**config.mk**
```make
export PLATFORM = sky130hd
export DESIGN_NAME = sdl_top
export DESIGN_NICKNAME = d
export VERILOG_FILES = /design/src/hw/sdl_pkg.sv /design/src/hw/sdl_sync.sv /design/src/hw/sdl_regs.sv /design/src/hw/sdl_top.sv
export VERILOG_INCLUDE_DIRS = /design/src /design/src/hw
export SDC_FILE = /design/constraint.sdc
export NUM_CORES = 1
export LEC_CHECK = 0
export ABC_CLOCK_PERIOD_IN_PS = 5400
export BUFFER_PORTS_ARGS = -buffer_cell sky130_fd_sc_hd__buf_2
export CAP_MARGIN = 20
export CORE_ASPECT_RATIO = 1.1
export CORE_MARGIN = 10
export CORE_UTILIZATION = 53
export DETAILED_ROUTE_END_ITERATION = 8
export HOLD_SLACK_MARGIN = 0.08
export MAX_ROUTING_LAYER = met4
export PLACE_DENSITY = 0.77
export SETUP_SLACK_MARGIN = 0.05
export SYNTH_ARGS = -nofsm -noshare
export SYNTH_HDL_FRONTEND = slang
export SYNTH_SLANG_ARGS = --single-unit
```
**constraint.sdc**
```tcl
create_clock -name clk -period 5.4 [get_ports clk]
set_input_delay 0.27 -clock clk [delete_from_list [all_inputs] [get_ports clk]]
set_output_delay 0.27 -clock clk [all_outputs]
set_load 0.005 [all_outputs]
```
**src/hw/sdl_map.svh**
```systemverilog
/*
  Constants of the serial DAC load control block: register offsets, field
  positions, reset values and counts.
  Assumes it is included by bare name wherever one of these is needed.
*/
`ifndef SDL_MAP_SVH
`define SDL_MAP_SVH

// Register byte offsets on the Avalon-MM slave.
`define SDL_OFS_CTRL 4'h0
`define SDL_OFS_STATUS 4'h4
`define SDL_OFS_LATCH 4'h8
`define SDL_OFS_SHIFT 4'hC

// Control register fields.
`define SDL_CTRL_SW_LOAD 0
`define SDL_CTRL_HOLD_CLAMP 1
`define SDL_CTRL_RST 2'h0

// Status register fields.
`define SDL_ST_CLAMP 0
`define SDL_ST_AUTO 1
`define SDL_ST_FRAME 2
`define SDL_ST_FULL 3
`define SDL_ST_SUPPLY 4
`define SDL_ST_CNT_LSB 8

// Serial word length and counter width.
`define SDL_WORD_BITS 16
`define SDL_CNT_BITS 5
`define SDL_WORD_LAST 5'h0F
`define SDL_WORD_DONE 5'h10

// Reset values.
`define SDL_WORD_RST 16'h0000
`define SDL_CLEAR_WORD 16'h0000
// Chain enable (bit 6) resets low so the chain output is not driven after reset.
`define SDL_PIN_IDLE 8'hBF

`endif

```
**src/hw/sdl_pkg.sv**
```systemverilog
/*
  Types of the serial DAC load control block.
  Assumes nothing beyond a SystemVerilog compiler.
*/
package sdl_pkg;

  // Frame state: waiting for a frame, shifting, word complete.
  typedef enum logic [2:0] {
    SDL_IDLE = 3'h1,
    SDL_SHIFT = 3'h2,
    SDL_FULL = 3'h4
  } sdl_state_t;

  typedef logic [15:0] sdl_word_t;

endpackage : sdl_pkg

```
**src/hw/sdl_sync.sv**
```systemverilog
/*
  Three-stage synchroniser for a group of asynchronous pins.
  Assumes each bit is a slow level from outside the clk domain.
*/
`timescale 1ns/1ps
`default_nettype none

module sdl_sync #(
  parameter int W = 8,
  parameter logic [W-1:0] RST_VAL = '0
) (
  // Clock and reset.
  input wire logic clk,
  input wire logic rstn,
  // Pins in, filtered level out.
  input wire logic [W-1:0] pin_in,
  output logic [W-1:0] level_out
);

  logic [W-1:0] s1_reg;
  logic [W-1:0] s2_reg;
  logic [W-1:0] s3_reg;
  logic [W-1:0] level_next;

  // A change is accepted only once the second and third stages agree.
  // The first stage feeds the second stage and nothing else.
  assign level_next = (s2_reg & ~(s2_reg ^ s3_reg)) | (level_out & (s2_reg ^ s3_reg));

  // Shift chain and filtered output.
  always_ff @(posedge clk or negedge rstn) begin
    if (!rstn) begin
      s1_reg <= RST_VAL;
      s2_reg <= RST_VAL;
      s3_reg <= RST_VAL;
      level_out <= RST_VAL;
    end else begin
      s1_reg <= pin_in;
      s2_reg <= s1_reg;
      s3_reg <= s2_reg;
      level_out <= level_next;
    end
  end

endmodule : sdl_sync

`default_nettype wire

```
**src/hw/sdl_regs.sv**
```systemverilog
/*
  Avalon-MM register slave of the serial DAC load control block.
  Assumes a master that holds each request until waitrequest is seen low.
*/
`timescale 1ns/1ps
`default_nettype none
`include "sdl_map.svh"

module sdl_regs (
  // Clock and reset.
  input wire logic clk,
  input wire logic rstn,
  // Avalon-MM slave.
  input wire logic [3:0] avs_address,
  input wire logic avs_read,
  input wire logic avs_write,
  input wire logic [31:0] avs_writedata,
  output logic [31:0] avs_readdata,
  output logic avs_waitrequest,
  // Block state to read.
  input wire logic [31:0] status_word,
  input wire sdl_pkg::sdl_word_t latch_word,
  input wire sdl_pkg::sdl_word_t shift_word,
  // Control to the block.
  output logic sw_load,
  output logic hold_clamp
);
  import sdl_pkg::*;

  logic [1:0] ctrl_reg;
  logic [31:0] rd_sel;
  logic wr_go;
  wire sel_ctrl = (avs_address == `SDL_OFS_CTRL);
  wire sel_status = (avs_address == `SDL_OFS_STATUS);
  wire sel_latch = (avs_address == `SDL_OFS_LATCH);
  wire sel_shift = (avs_address == `SDL_OFS_SHIFT);

  // Read mux; unmapped offsets read as zero.
  assign rd_sel = sel_ctrl ? {30'h0, ctrl_reg} :
                  sel_status ? status_word :
                  sel_latch ? {16'h0000, latch_word} :
                  sel_shift ? {16'h0000, shift_word} : 32'h0;
  // A write lands at the edge where the master sees waitrequest low.
  assign wr_go = avs_write & ~avs_waitrequest;
  assign hold_clamp = ctrl_reg[`SDL_CTRL_HOLD_CLAMP];

  // One wait state per access keeps every output a flip-flop.
  always_ff @(posedge clk or negedge rstn) begin
    if (!rstn) begin
      avs_waitrequest <= 1'b1;
      avs_readdata <= 32'h0;
      ctrl_reg <= `SDL_CTRL_RST;
      sw_load <= 1'b0;
    end else begin
      avs_waitrequest <= ~((avs_read | avs_write) & avs_waitrequest);
      if (avs_read & avs_waitrequest) begin
        avs_readdata <= rd_sel;
      end
      sw_load <= wr_go & sel_ctrl & avs_writedata[`SDL_CTRL_SW_LOAD];
      if (wr_go & sel_ctrl) begin
        ctrl_reg <= {avs_writedata[`SDL_CTRL_HOLD_CLAMP], 1'b0};
      end
    end
  end

endmodule : sdl_regs

`default_nettype wire

```
**src/hw/sdl_top.sv**
```systemverilog
/*
  Serial DAC load control: three-wire input link, shift register, DAC
  latch, update modes, clear, external reset and supply monitor output.
  Assumes all link and strobe pins are asynchronous to clk and change
  much slower than clk (link clock period of several clk periods).
*/
`timescale 1ns/1ps
`default_nettype none
`include "sdl_map.svh"

// Overview of operation
// Load strobe falling edge copies the shifted word into the DAC latch.
// Load strobe low at frame start selects update on the 16th clock fall.
// Each frame carries one 16-bit word; only sixteen bits are taken standalone.
// Clear low forces the zero word, giving 0 V or reference per coding.
// External reset low clamps the output to 0 V until reloaded.
// The outside party keeps external reset high in normal use.
// Supply monitor state is driven out on its own pin.
// One code step is span over 2^16, or 2^14 for the reduced variant.
// In bipolar use the word with only the top bit set means 0 V.
// Frame sync high deselects the device; link activity is ignored.
// Frame sync falling edge restarts the input logic for a new word.
// One bit shifts in on every falling serial clock edge.
// Chain enable high drives the chain output, shifted on rising edges.
// Format select low means binary, high means twos complement.
// The latch holds its value until an update event.
module sdl_top #(
  parameter int RES_BITS = 16
) (
  // Clock and reset.
  input wire logic clk,
  input wire logic rstn,
  // Avalon-MM slave.
  input wire logic [3:0] avs_address,
  input wire logic avs_read,
  input wire logic avs_write,
  input wire logic [31:0] avs_writedata,
  output logic [31:0] avs_readdata,
  output logic avs_waitrequest,
  // Serial link.
  input wire logic frame_sync_n,
  input wire logic serial_clk,
  input wire logic serial_data_in,
  // Chain output.
  input wire logic chain_enable,
  output logic chain_data_out,
  output logic chain_data_oe,
  // Strobes and static pins.
  input wire logic load_strobe_n,
  input wire logic clear_n,
  input wire logic external_reset_n,
  input wire logic code_format_select,
  input wire logic supply_good,
  // Output code and status.
  output logic [RES_BITS-1:0] analog_output_code,
  output logic analog_output_clamp,
  output logic supply_monitor_out
);
  import sdl_pkg::*;

  // Synchronised pins.
  logic [7:0] pins_raw;
  logic [7:0] pins;
  wire fs_n = pins[0];
  wire sck = pins[1];
  wire sdi = pins[2];
  wire ld_n = pins[3];
  wire clear_lvl_n = pins[4];
  wire ext_rst_n = pins[5];
  wire chain_en = pins[6];
  wire supply_ok = pins[7];
  logic fmt_twos;

  // Edge history of synchronised levels.
  logic fs_n_d_reg;
  logic sck_d_reg;
  logic ld_n_d_reg;

  // Frame and data state.
  sdl_state_t state_reg;
  sdl_state_t state_next;
  logic [`SDL_CNT_BITS-1:0] cnt_reg;
  logic [`SDL_CNT_BITS-1:0] cnt_next;
  sdl_word_t shift_reg;
  sdl_word_t shift_next;
  sdl_word_t latch_reg;
  sdl_word_t latch_next;
  logic auto_reg;
  logic auto_next;
  logic clamp_reg;
  logic clamp_next;
  logic chain_out_reg;
  logic [RES_BITS-1:0] code_next;
  sdl_word_t offset_word;

  // Register slave wires.
  logic sw_load;
  logic hold_clamp;
  logic [31:0] status_word;

  // Converts a stored word to offset-binary form for the output stage.
  function automatic sdl_word_t to_offset(input sdl_word_t w, input logic twos);
    to_offset = {w[15] ^ twos, w[14:0]}; // see R14
  endfunction : to_offset

  // All pins arrive from outside the clk domain.
  assign pins_raw = {supply_good, chain_enable, external_reset_n, clear_n,
                     load_strobe_n, serial_data_in, serial_clk, frame_sync_n};

  sdl_sync #(
    .W(8),
    .RST_VAL(`SDL_PIN_IDLE)
  ) u_sync (
    .clk(clk),
    .rstn(rstn),
    .pin_in(pins_raw),
    .level_out(pins)
  );

  // The format pin idles low, so it has a synchroniser of its own.
  sdl_sync #(
    .W(1),
    .RST_VAL(1'b0)
  ) u_sync_fmt (
    .clk(clk),
    .rstn(rstn),
    .pin_in(code_format_select),
    .level_out(fmt_twos)
  );

  sdl_regs u_regs (
    .clk(clk),
    .rstn(rstn),
    .avs_address(avs_address),
    .avs_read(avs_read),
    .avs_write(avs_write),
    .avs_writedata(avs_writedata),
    .avs_readdata(avs_readdata),
    .avs_waitrequest(avs_waitrequest),
    .status_word(status_word),
    .latch_word(latch_reg),
    .shift_word(shift_reg),
    .sw_load(sw_load),
    .hold_clamp(hold_clamp)
  );

  // Edge events, all seen on synchronised levels.
  wire fs_fall = fs_n_d_reg & ~fs_n;
  wire sck_fall = sck_d_reg & ~sck;
  wire sck_rise = ~sck_d_reg & sck;
  wire ld_fall = ld_n_d_reg & ~ld_n;
  wire selected = ~fs_n;

  // Standalone mode gates the clock after sixteen bits; chain mode never does.
  wire gate_open = chain_en | (cnt_reg != `SDL_WORD_DONE);
  wire take_bit = selected & ~fs_fall & sck_fall & gate_open; // see R12
  wire last_bit = take_bit & (cnt_reg == `SDL_WORD_LAST);
  wire auto_update = last_bit & auto_reg;
  wire strobe_update = ld_fall | sw_load;
  wire any_update = auto_update | strobe_update;

  // Frame state machine.
  always_comb begin
    state_next = state_reg;
    case (state_reg)
      SDL_IDLE: begin
        if (fs_fall) begin
          state_next = SDL_SHIFT;
        end
      end
      SDL_SHIFT: begin
        if (fs_n) begin
          state_next = SDL_IDLE;
        end else if (last_bit & ~chain_en) begin
          state_next = SDL_FULL;
        end
      end
      SDL_FULL: begin
        if (fs_n) begin
          state_next = SDL_IDLE;
        end else if (fs_fall) begin
          state_next = SDL_SHIFT;
        end
      end
      default: begin
        state_next = SDL_IDLE;
      end
    endcase
  end

  // Bit counter saturates at sixteen; a new frame restarts it.
  always_comb begin
    cnt_next = cnt_reg;
    if (fs_fall) begin
      cnt_next = '0;
    end else if (take_bit & (cnt_reg != `SDL_WORD_DONE)) begin
      cnt_next = cnt_reg + `SDL_CNT_BITS'(1);
    end
  end

  // Update mode is fixed by the load strobe level at frame start.
  assign auto_next = fs_fall ? ~ld_n : auto_reg;

  // Shift register takes serial data MSB first.
  assign shift_next = take_bit ? {shift_reg[14:0], sdi} : shift_reg;

  // Latch: clear dominates, then any update, otherwise hold.
  // The shifted-in word is used on auto update so the last bit is included.
  always_comb begin
    latch_next = latch_reg;
    if (!clear_lvl_n) begin
      latch_next = `SDL_CLEAR_WORD;
    end else if (auto_update) begin
      latch_next = shift_next;
    end else if (strobe_update) begin
      latch_next = shift_reg;
    end
  end

  // The clamp sets on reset, external reset or a failing supply, and is
  // released only by a fresh load while those are all inactive. Software
  // may also hold it set.
  always_comb begin
    clamp_next = clamp_reg;
    if (!ext_rst_n | !supply_ok | hold_clamp) begin
      clamp_next = 1'b1; // see R5
    end else if (any_update) begin
      clamp_next = 1'b0;
    end
  end

  // Output code: top RES_BITS of the offset-binary word, so one step is the
  // span over 2 to the RES_BITS. Clamp forces zero volts regardless of code.
  assign offset_word = to_offset(latch_next, fmt_twos);
  assign code_next = offset_word[15 -: RES_BITS]; // see R8

  // Status word readable by software.
  assign status_word = {19'h0, cnt_reg, 3'h0, supply_ok, (state_reg == SDL_FULL),
                        selected, auto_reg, clamp_reg};

  // Edge history.
  always_ff @(posedge clk or negedge rstn) begin
    if (!rstn) begin
      fs_n_d_reg <= 1'b1;
      sck_d_reg <= 1'b1;
      ld_n_d_reg <= 1'b1;
    end else begin
      fs_n_d_reg <= fs_n;
      sck_d_reg <= sck;
      ld_n_d_reg <= ld_n;
    end
  end

  // Frame and data registers. The clamp starts set, as at power-up.
  always_ff @(posedge clk or negedge rstn) begin
    if (!rstn) begin
      state_reg <= SDL_IDLE;
      cnt_reg <= '0;
      auto_reg <= 1'b0;
      shift_reg <= `SDL_WORD_RST;
      latch_reg <= `SDL_WORD_RST;
      clamp_reg <= 1'b1;
    end else begin
      state_reg <= state_next;
      cnt_reg <= cnt_next;
      auto_reg <= auto_next;
      shift_reg <= shift_next;
      latch_reg <= latch_next;
      clamp_reg <= clamp_next;
    end
  end

  // Chain output shifts on rising serial clock edges while selected.
  // Disabled, it rests low so a following device sees a quiet line.
  always_ff @(posedge clk or negedge rstn) begin
    if (!rstn) begin
      chain_out_reg <= 1'b0;
    end else if (!chain_en) begin
      chain_out_reg <= 1'b0;
    end else if (selected & sck_rise) begin
      chain_out_reg <= shift_reg[15];
    end
  end

  // Registered pin outputs.
  always_ff @(posedge clk or negedge rstn) begin
    if (!rstn) begin
      chain_data_out <= 1'b0;
      chain_data_oe <= 1'b0;
      analog_output_code <= '0;
      analog_output_clamp <= 1'b1;
      supply_monitor_out <= 1'b0;
    end else begin
      chain_data_out <= chain_out_reg;
      chain_data_oe <= chain_en;
      analog_output_code <= clamp_next ? '0 : code_next;
      analog_output_clamp <= clamp_next;
      supply_monitor_out <= supply_ok;
    end
  end

endmodule : sdl_top

`default_nettype wire

```
==> impl_metrics.yaml <==
clocking:
  cts_buffers: 17
  cts_setup_buffers: 0
  clock_latency_ns: 0.53
  root_buffer: "clkbuf_8"
  cts_htree_levels: 4
  cts_tree: "yes"
  clk_path_buf_depth: 2
  path_clk_slew_ns: 0.06
  clkSinkCount: 120
timing:
  fmax_mhz: 352.8
  holdWs_ns: 0.1161
  worst_pin_slew_ns: 0.9461
  rsz0062_at_grt: "false"
  finalCriticalPeriod_ns: 2.835
  hold_violations: 0
  finClkSkew_ns: 0.008669
  slew_headroom: 0.3693
  finalMaxSlewViolations: 0
  finalCritPeriodShare: 0.5250
  fin_tns_setup_ns: 0
  setup_violations: 0
layout:
  final_cell_mix: "dfrtp_1, buf_2, dfstp_2"
  final_common_cell: "dfrtp_1"
  final_core_utilization: 0.6576
  drive_gt1_frac: 0.3728
  fillCellCount: 693
  antenna_cells: 0
  syn_to_final_growth_pct: 19.33
  fin_nets: 495
worst_hold_path:
  min_path_type: "in2reg"
detailed_routing:
  drt-initial-drc-count: 179
  dr_total_vias: 3164
  drt_pass1_iterations: 4
  wl_um: 10310
  vias_per_cell: 5.551
  drc: 0
  wl_per_cell_um: 18.08
  ant_nets: 0
pwr:
  p_seq_frac: 0.455
  p_clk_frac: 0.468
  p_leak_nw: 2.760
  ir_drop_uv: 321.7
  switching_share: 0.2492
  p_total_mw: 2.271
  pwr-share-comb: 0.077
  power.density_nw_per_um2: 383.3
  p_int_mw: 1.705
  netSwitchingPower_mw: 0.5659
yosys:
  synth_top_cell_by_area: "dfrtp_1"
  syn_area_um2: 4965
  synth_area_leaders: "dfrtp_1, dfstp_2, mux2_2"
  ys_types: 52
  synth_warnings: 0
  synth.avg_cell_area_um2: 13.45
  syn_inst: 369
  ys_seq_area_frac: 0.6134
  synth_edf_count: 0
  synthFlopType: "dfrtp_1"
  async_flop_share: 1.000
  synth_seq_cells: 120
  synth_top_area_share: 0.4335
outcome:
  outcome: "finished clean"
die:
  dieArea_um2: 13640
  start_util: 0.5511
  die_h_um: 121.5
  die_w_um: 112.3
  core_um2: 9009
  ioPinCount: 102
  fp-row-count: 36
setup_path:
  criticalPathCategory: "reg2reg"
  crit_path_max_fanout: 50
  end_kind: "flop"
  worstPathRequired_ns: 5.75
  startpoint_type: "flop"
  critPathArrivalTime_ns: 3.18
placed_design:
  numPortBuffers: 55
  finalWeightedCongestion: 0.8145
  place_hpwl_um: 6667
grt:
  first_global_vias: 3335
  grt_max_degree: 67
  grt-ovfl-total: 0
  grt_pass1_wl_um: 17110
  antenna_found_initial: 0
  track_usage: 0.1634
run:
  cap_violations: 0
==> worst paths after layout <==
kind	start	to	slack, ns	cells after the start
worst min-delay path	avs_address[0]	u_regs.ctrl_reg[1]	0.12	4
max in group asynchronous	rstn	u_regs.avs_readdata[4]	3.87	3
worst max register to register	cnt_reg[0]	analog_output_code[2]	2.57	7
worst max-delay path	cnt_reg[0]	analog_output_code[2]	2.57	7
min in group asynchronous	rstn	analog_output_code[9]	0.39	2
worst min register to register	u_sync.s1_reg[6]	u_sync.s2_reg[6]	0.35	0
==> worst max-delay path, cell delays in order, from the launching register on <==
cell	delay, ns
dfrtp_1	0.44
ha_1	0.25
and3_1	0.19
ha_1	0.20
nand2_1	0.10
a211o_4	0.45
a311o_1	0.89
a211oi_1	0.13
==> power groups by stage <==
stage / registers, mW / clock network (mW) / logic (mW)
6_report: 1.03 / 1.06 / 0.175
5_1_grt: 1.04 / 1.12 / 0.196
2_1_floorplan: 1.03 / 0 / 0.122
3_3_place_gp: 1.04 / 0 / 0.161
3_5_place_dp: 1.05 / 0 / 0.167
4_1_cts: 1.03 / 1.09 / 0.177
==> layout make-up <==
| class | count | area, um2 | area share |
|---|---|---|---|
| inverters | 9 | 33.78 | 0.005702 |
| clock buffers | 19 | 452.9 | 0.07645 |
| multi-input cells | 224 | 1694 | 0.2860 |
| repair buffers | 71 | 435.4 | 0.07350 |
| flip-flops and latches | 120 | 3045 | 0.5140 |
| well taps | 114 | 142.6 | 0.02408 |
| clock inverters | 13 | 120.1 | 0.02027 |
==> stage by stage <==
stage	std cells	setup slack [ns]	instance area, um2
2_1_floorplan	384	3.317	5021
4_1_cts	570	2.578	5924
3_3_place_gp	523	2.610	5201
3_5_place_dp	523	2.576	5201
6_report	570	2.565	5924
5_1_grt	570	2.419	5924
==> repair_timing <==
action                                  in CTS  in global routing
hold buffers                                15                  0
gates resized for setup                      0                  0
endpoints found under the hold margin       76                  0
endpoints found under the setup margin       0                  0
==> cells in the mapped netlist, types with 2 or more instances <==
cell type,instances
dfrtp_1,86
dfstp_2,34
mux2_2,26
mux2i_1,23
nand2_1,23
o21ai_0,21
a211oi_1,20
nor2_1,20
buf_4,16
a211oi_2,10
maj3_1,9
a22oi_1,8
inv_1,8
clkbuf_1,7
nand3_1,4
buf_6,3
ha_1,3
nor2b_1,3
nor3b_1,3
nor4b_1,3
a21oi_1,2
a311o_1,2
and3_1,2
buf_8,2
nor2_2,2
nor3_1,2
xnor2_1,2
==> kinds of logic (layout without fill, tap and decap cells) <==
logic type / after synthesis / in the layout / synth area share
AOI/OAI and AO/OA: 72 / 72 / 0.1142
buffers and inverters: 40 / 112 / 0.05670
other: 1 / 16 / 0.0007553
muxes: 50 / 50 / 0.1099
DFF: 120 / 120 / 0.6134
and+or+nand+nor: 71 / 71 / 0.07409
xor gates and xnor gates: 3 / 3 / 0.005293
adders and majority gates: 12 / 12 / 0.02571
==> routing by layer <==
metal  share of wire  track usage
met5               0            -
met4           0.029      0.08968
met3           0.058      0.05292
met2            0.48       0.2431
met1            0.43       0.1931
(Power assumes the default switching activity.)
